--- config.mk ---
export PLATFORM = sky130hd
export DESIGN_NAME = fss_sequencer
export DESIGN_NICKNAME = d
export VERILOG_FILES = /design/src/fss_pkg.sv /design/src/fss_sequencer.sv
export SDC_FILE = /design/constraint.sdc
export NUM_CORES = 1
export LEC_CHECK = 0
export BUFFER_PORTS_ARGS = -buffer_cell sky130_fd_sc_hd__buf_4
export CAP_MARGIN = 20
export CELL_PAD_IN_SITES_DETAIL_PLACEMENT = 1
export CELL_PAD_IN_SITES_GLOBAL_PLACEMENT = 1
export CORE_UTILIZATION = 47
export DETAILED_ROUTE_END_ITERATION = 8
export GPL_ROUTABILITY_DRIVEN = 0
export PLACE_DENSITY_LB_ADDON = 0.25
export SLEW_MARGIN = 20
export SYNTH_ARGS = -nofsm -noshare
export SYNTH_HDL_FRONTEND = slang
export SYNTH_SLANG_ARGS = --single-unit
--- constraint.sdc ---
create_clock -name clk -period 3.15 [get_ports clk]
set_input_delay 0.63 -clock clk [delete_from_list [all_inputs] [get_ports clk]]
set_output_delay 0.63 -clock clk [all_outputs]
set_load 0.01 [all_outputs]
--- src/fss_pkg.sv ---
// constants and carrier types for the flyback supervisory sequencer
// assumes analog comparators deliver flags synchronous to clk
package fss_pkg;
    localparam int unsigned CLK_HZ       = 40_000_000;
    localparam int unsigned OVP_QUAL_NS  = 25_000;
    localparam int unsigned LATCH_QUAL_NS = 12_000;
    localparam int unsigned NS_PER_S     = 1_000_000_000;
    localparam int unsigned OVP_CYC   = (OVP_QUAL_NS * (CLK_HZ / 1_000_000) + 999) / 1000;
    localparam int unsigned LATCH_CYC = (LATCH_QUAL_NS * (CLK_HZ / 1_000_000) + 999) / 1000;
    localparam int unsigned PROT_COUNT   = 17;
    localparam int unsigned XD_DELAY     = 32;
    localparam int unsigned XD_FIRST     = 16;
    localparam int unsigned XD_DETECT    = 16;
    localparam int unsigned XD_REPEAT    = 48;
    localparam int unsigned QUAL_W       = 10;
    localparam int unsigned TC_W         = 6;

    // comparator flags, each high when the named condition holds
    typedef struct packed {
        logic vcc_above_start;   // 14.5V
        logic vcc_above_check;   // 11.5V
        logic vcc_above_supply_undervoltage_lockout;    // 8.0V
        logic vcc_above_restart; // 5.3V
        logic vcc_above_ovp;     // 25V
        logic vcc_above_reset;   // 2.5V
        logic line_above_on;
        logic line_above_off;
        logic fb_below_burst_enter;
        logic fb_above_burst_exit;
        logic fb_above_overload;
        logic fb_in_foldback;
        logic fb_below_foldback;
        logic cs_at_peak;
        logic cs_at_short;
        logic hot_enter;         // above 150C
        logic hot_exit;          // below 125C
        logic timer_low;         // timing pin below 1.0V
        logic timer_in_softstart;
        logic timer_top;         // ramp reached 3.2V
        logic xcap_at_supply;
        logic osc_set;           // new switching cycle
        logic blank_done;
    } fss_cmp_t;

    typedef struct packed {
        logic gate_drive_output;
        logic hv_source_on;
        logic softstart_active;
        logic foldback_active;
        logic freq_min_select;
        logic burst_active;
        logic fault_any;
        logic latched;
    } fss_out_t;
endpackage

--- src/fss_sequencer.sv ---
// supervisory sequencer core: start-up, protections, burst, x-cap discharge
// assumes comparator flags and osc pulses are synchronous to clk
`timescale 1ns/10ps
module fss_sequencer import fss_pkg::*; #(
    parameter int unsigned OVP_CYCLES   = OVP_CYC,
    parameter int unsigned LATCH_CYCLES = LATCH_CYC
) (
    // clock and reset
    input  wire logic     clk,
    input  wire logic     rst_b,
    input  wire logic     clk_en,
    // comparators
    input  wire fss_cmp_t cmp,
    // controls
    output fss_out_t      ctl_q
);
    // qualification counters are QUAL_W bits wide
    if (OVP_CYCLES < 1 || OVP_CYCLES >= (1 << QUAL_W)) begin : g_bad_ovp
        $error("bad OVP_CYCLES");
    end
    if (LATCH_CYCLES < 1 || LATCH_CYCLES >= (1 << QUAL_W)) begin : g_bad_latch
        $error("bad LATCH_CYCLES");
    end

    typedef enum logic [2:0] {
        ST_CHARGE, ST_CHECK, ST_DRAIN, ST_RUN, ST_XWAIT, ST_XDIS, ST_XDET, ST_LATCH
    } fss_state_t;

    logic       rst_s1_q, rst_s2_q;
    fss_cmp_t   c_q, c_prev_q;
    fss_state_t st_q;
    logic       first_q;
    logic [TC_W-1:0]   olp_q, bo_q, xc_q;
    logic [QUAL_W-1:0] ovp_q, tl_q;
    logic       olp_f_q, bo_f_q, tsd_q, burst_q, gate_q, ovp_f_q, tl_f_q;
    logic       tick, restart_lvl, fault, src_on;

    always_ff @(posedge clk or negedge rst_b) begin
        if (!rst_b) begin
            rst_s1_q <= 1'b0;
            rst_s2_q <= 1'b0;
        end else begin
            rst_s1_q <= 1'b1;
            rst_s2_q <= rst_s1_q;
        end
    end

    // two stages so tick edge uses a registered copy only
    always_ff @(posedge clk or negedge rst_s2_q) begin
        if (!rst_s2_q) begin
            c_q      <= '0;
            c_prev_q <= '0;
        end else if (clk_en) begin
            c_q      <= cmp;
            c_prev_q <= c_q;
        end
    end

    assign tick  = c_q.timer_top && !c_prev_q.timer_top;
    assign fault = olp_f_q || bo_f_q || tsd_q || c_q.cs_at_short;
    assign restart_lvl = fault || st_q == ST_DRAIN ? c_q.vcc_above_restart : c_q.vcc_above_supply_undervoltage_lockout;

    // overload and brown-out timers
    always_ff @(posedge clk or negedge rst_s2_q) begin
        if (!rst_s2_q) begin
            olp_q   <= '0;
            bo_q    <= '0;
            olp_f_q <= 1'b0;
            bo_f_q  <= 1'b0;
        end else if (clk_en) begin
            if (!c_q.fb_above_overload) olp_q <= '0;
            else if (tick && olp_q != TC_W'(PROT_COUNT)) olp_q <= olp_q + 1'b1;
            if (!c_q.line_above_off) begin
                if (tick && bo_q != TC_W'(PROT_COUNT)) bo_q <= bo_q + 1'b1;
            end else bo_q <= '0;
            // flags drop only when the sequencer restarts from a recharge
            if (olp_q == TC_W'(PROT_COUNT)) olp_f_q <= 1'b1;
            else if (st_q == ST_CHARGE) olp_f_q <= 1'b0;
            if (bo_q == TC_W'(PROT_COUNT)) bo_f_q <= 1'b1;
            else if (st_q == ST_CHARGE) bo_f_q <= 1'b0;
        end
    end

    // thermal hysteresis and burst hysteresis
    always_ff @(posedge clk or negedge rst_s2_q) begin
        if (!rst_s2_q) begin
            tsd_q   <= 1'b0;
            burst_q <= 1'b0;
        end else if (clk_en) begin
            if (c_q.hot_enter) tsd_q <= 1'b1;
            else if (c_q.hot_exit) tsd_q <= 1'b0;
            if (c_q.fb_below_burst_enter) burst_q <= 1'b1;
            else if (c_q.fb_above_burst_exit) burst_q <= 1'b0;
        end
    end

    // qualified latch-off sources
    always_ff @(posedge clk or negedge rst_s2_q) begin
        if (!rst_s2_q) begin
            ovp_q   <= '0;
            tl_q    <= '0;
            ovp_f_q <= 1'b0;
            tl_f_q  <= 1'b0;
        end else if (clk_en) begin
            ovp_q <= c_q.vcc_above_ovp ? ovp_q + 1'b1 : '0;
            if (ovp_q == QUAL_W'(OVP_CYCLES - 1) && c_q.vcc_above_ovp) ovp_f_q <= 1'b1;
            else ovp_f_q <= 1'b0;
            // timing pin is legitimately low in early soft start only while not run
            tl_q <= c_q.timer_low && st_q == ST_RUN ? tl_q + 1'b1 : '0;
            tl_f_q <= tl_q == QUAL_W'(LATCH_CYCLES - 1) && c_q.timer_low
                      && st_q == ST_RUN;
        end
    end

    // main sequence
    always_ff @(posedge clk or negedge rst_s2_q) begin
        if (!rst_s2_q) begin
            st_q    <= ST_CHARGE;
            xc_q    <= '0;
            first_q <= 1'b1;
        end else if (clk_en) begin
            if (tick) xc_q <= xc_q + 1'b1;
            case (st_q)
                ST_CHARGE: if (c_q.vcc_above_start) st_q <= ST_CHECK;
                ST_CHECK: begin
                    if (c_q.line_above_on) st_q <= ST_RUN;
                    else if (!c_q.vcc_above_check) st_q <= ST_DRAIN;
                end
                ST_DRAIN: if (!c_q.vcc_above_restart) st_q <= ST_CHARGE;
                ST_RUN: begin
                    if (!restart_lvl) st_q <= ST_CHARGE;
                    else if (!c_q.line_above_off && bo_f_q) begin
                        st_q    <= ST_XWAIT;
                        xc_q    <= '0;
                        first_q <= 1'b1;
                    end
                end
                ST_XWAIT: begin
                    if (c_q.line_above_on) st_q <= ST_DRAIN;
                    else if (xc_q == TC_W'(XD_DELAY)) begin
                        st_q <= ST_XDIS;
                        xc_q <= '0;
                    end
                end
                ST_XDIS: begin
                    if (c_q.xcap_at_supply) st_q <= ST_CHARGE;
                    else if (xc_q == (first_q ? TC_W'(XD_FIRST) : TC_W'(XD_REPEAT))) begin
                        st_q    <= ST_XDET;
                        xc_q    <= '0;
                        first_q <= 1'b0;
                    end
                end
                ST_XDET: begin
                    if (c_q.line_above_on) st_q <= ST_DRAIN;
                    else if (xc_q == TC_W'(XD_DETECT)) begin
                        st_q <= ST_XDIS;
                        xc_q <= '0;
                    end
                end
                ST_LATCH: st_q <= ST_LATCH;
                default: st_q <= ST_CHARGE;
            endcase
            if (ovp_f_q || tl_f_q) st_q <= ST_LATCH;
        end
    end

    // latch leaves only when supply falls under 2.5V, handled as its own reset
    assign src_on = st_q == ST_CHARGE || st_q == ST_XDIS;

    // cycle-by-cycle gate: set on osc, end at peak or short
    always_ff @(posedge clk or negedge rst_s2_q) begin
        if (!rst_s2_q) begin
            gate_q <= 1'b0;
        end else if (clk_en) begin
            if (st_q != ST_RUN || fault || burst_q || olp_f_q) gate_q <= 1'b0;
            else if (c_q.blank_done && (c_q.cs_at_peak || c_q.cs_at_short))
                gate_q <= 1'b0;
            else if (c_q.osc_set) gate_q <= 1'b1;
        end
    end

    always_ff @(posedge clk or negedge rst_s2_q) begin
        if (!rst_s2_q) begin
            ctl_q <= '0;
        end else if (clk_en) begin
            ctl_q.gate_drive_output <= gate_q && st_q == ST_RUN && !fault;
            ctl_q.hv_source_on      <= src_on;
            ctl_q.softstart_active  <= st_q == ST_RUN && c_q.timer_in_softstart;
            ctl_q.foldback_active   <= c_q.fb_in_foldback;
            ctl_q.freq_min_select   <= c_q.fb_below_foldback;
            ctl_q.burst_active      <= burst_q;
            ctl_q.fault_any         <= fault;
            ctl_q.latched           <= st_q == ST_LATCH;
        end
    end
endmodule

==> impl_metrics.ini <==
[die]
die_y_um = 94.1
start_util_pct = 48.5
die_w_um = 94.1
num_rows = 33
ios = 34
fp.coreArea_um2 = 8220
die-area_um2 = 8860

[min_path]
min_path_type = primary input to asynchronous set/reset pin

[cts]
cts_sinks = 82
cts_setup_buffers = 0
cts_buffer_depth = 2
numCtsBuffers = 9
clockRootBuffer = clkbuf_8
cts_tree = yes
htreeDepth = 3
cts-resized-gates = 0
holdBufCountCts = 0
clock_latency_ns = 0.35
clk_pin_slew_ns = 0.08

[run_status]
status = finished clean

[global_route]
grt_max_degree = 81
track_usage_pct = 22.9
grt_antenna_before_repair = 0
grt_pass1_vias = 3113
globalRoute.totalOverflow = 0
grt_pass1_wl_um = 15500

[timing]
fmax_mhz = 476
setup_tns_ns = 0
finalHoldViolations = 0
slew_headroom_pct = 45.3
setup_viol = 0
whs_ns = 0.0394
final.min_clock_period_ns = 2.10
rsz0062_at_grt = false
worst_slack_ns = 1.05
worstMarginPinSlew_ns = 0.813
slew_violations = 0
skew_ns = 0.0103
post-route-period-util_pct = 66.8

[synthesis]
synth_warnings = 0
synth_edf_count = 0
syn_nets = 421
synth_seq_area_share_pct = 51.5
synth_ff_type = dfrtp_1
syn-instance-count = 387
synth_cell_types = 53
synth_area_um2 = 3990
syn_avg_cell_area_um2 = 10.3
ys_ff_latch = 82
async_flop_share_pct = 100

[layout]
areaGrowthSynthToFinish_pct = 15.3
fin_nets = 450
layout-drive-gt1-share_pct = 20.0
diodes = 0
final_util_pct = 56.0

[worst_setup_path]
cp_max_fo = 19
worstPathArrival_ns = 2.37
reg2reg_to = tl_q[7]
ff2ff_path_depth = 5
rrSetupSlack_ns = 1.05
end_kind = flop
path_class = flop to flop
critPathRequiredTime_ns = 3.42
r2r_start = st_q[1]
startpoint_type = flop

[detailed_routing]
viasPerCell = 5.65
antenna_left = 0
drt_iter0_drc = 132
vias = 2972
wl_um = 9080
drtPass1Iterations = 4
remaining_drc_errors = 0
wire_per_inst_um = 17.3

[pwr]
leakage_uw = 0.00199
ir_worst_vdd_mv = 0.338
power-per-cell-area_nw_per_um2 = 652

[placement]
portBuffers = 32
dpl.hpwl_um = 6100
dp_slack_ns = 0.785

[job]
max_cap_violations = 0
==> cell usage after synthesis (4+ instances only) <==
cell       n  share of area, %
a21oi_1   12               1.5
a22o_1     5               1.1
and3b_1    4              0.88
buf_1      5              0.47
buf_2      5              0.63
clkbuf_1   6              0.56
dfrtp_1   81                51
ha_1       8               2.5
inv_1     17               1.6
mux2_2    25               7.1
mux2i_1    6               1.5
nand2_1   45               4.2
nand2b_1   6              0.94
nand3_1   19               2.4
nand4_1    9               1.4
nor2_1    32               3.0
o21ai_0   29               3.6
o31ai_1    6               1.1
xnor2_1   10               2.2
xor2_1     9               2.0
==> report_power, final <==
group	switching (uW)	leakage (uW)	internal, uW	total [uW]
clock network	384	0.000134	628	1010
registers	207	0.00105	1180	1390
logic	299	0.000809	298	597
total	890	0.00199	2110	3000
==> routing by layer <==
metal  share of wire [%]  routed length [um]  track usage (%)
met5                   0                   0                0
met4                 1.3                 116             9.23
met3                 3.1                 285             3.96
met2                  50                4530             38.0
met1                  46                4150             29.7
==> registers in the layout, summed over array words and instances, names as in the netlist, 3 cells and up <==
signal	cells
tl_q	10
xc_q	6
ovp_q	10
st_q	3
bo_q	6
olp_q	6
ctl_q	8
c_q	22
==> cells in the final DEF, fill, tap and decap left out, types with 4 or more instances in the layout <==
master and instances:
dfrtp_1 80, nand2_1 45, buf_4 33, nor2_1 32, o21ai_0 29, mux2_2 25
nand3_1 19, inv_1 17, a21oi_1 12, xnor2_1 10, clkbuf_8 10, nand4_1 9
xor2_1 9, ha_1 8, o31ai_1 6, mux2i_1 6, nand2b_1 6, a22o_1 5
and3b_1 4, bufinv_16 4
==> worst max-delay path: stages (launching register included) <==
cell and delay, ns:
dfrtp_1 0.73, and3b_1 0.43, nand2_1 0.27, nor2_1 0.31, nand4_1 0.12, o21ai_0 0.15
==> how the worst max path moves through the flow <==
stage / depth (start not counted) / startpoint / end
5_1_grt: 5 / st_q[1] / tl_q[7]
3_3_place_gp: 6 / clk_en / olp_q[5]
2_1_floorplan: 0 / rst_s2_q / bo_f_q
3_5_place_dp: 6 / clk_en / olp_q[5]
6_report: 5 / st_q[1] / tl_q[7]
4_1_cts: 5 / st_q[1] / tl_q[7]
==> through the flow <==
stage               power, uW  instances  instance area, um2
floorplan                1800        387                3990
global route             3160        526                4600
CTS                      3020        525                4570
finish                   3000        526                4600
global placement         1950        509                4300
detailed placement       2000        509                4300
==> kinds of logic (layout without fill, tap and decap cells) <==
family	after synthesis	count (layout)	share of synthesized area [%]
multiplexers	31	31	8.57
AND/OR/NAND/NOR	141	141	18.2
other	1	1	0.0940
adder cells (fa/ha/maj)	8	8	2.51
buffers and inverters	33	67	3.26
flip-flops	82	82	51.5
AO/OA/AOI/OAI	72	72	11.7
XOR/XNOR	19	19	4.17
==> cell type report <==
type | count | area, um2
clock buffer | 11 | 141
tap | 105 | 131
sequential | 82 | 2060
clock inverter | 5 | 125
inverter | 17 | 63.8
fill | 888 | 3620
multi-input combinational | 272 | 1800
timing repair buffer | 34 | 275
(Power assumes the default switching activity.)
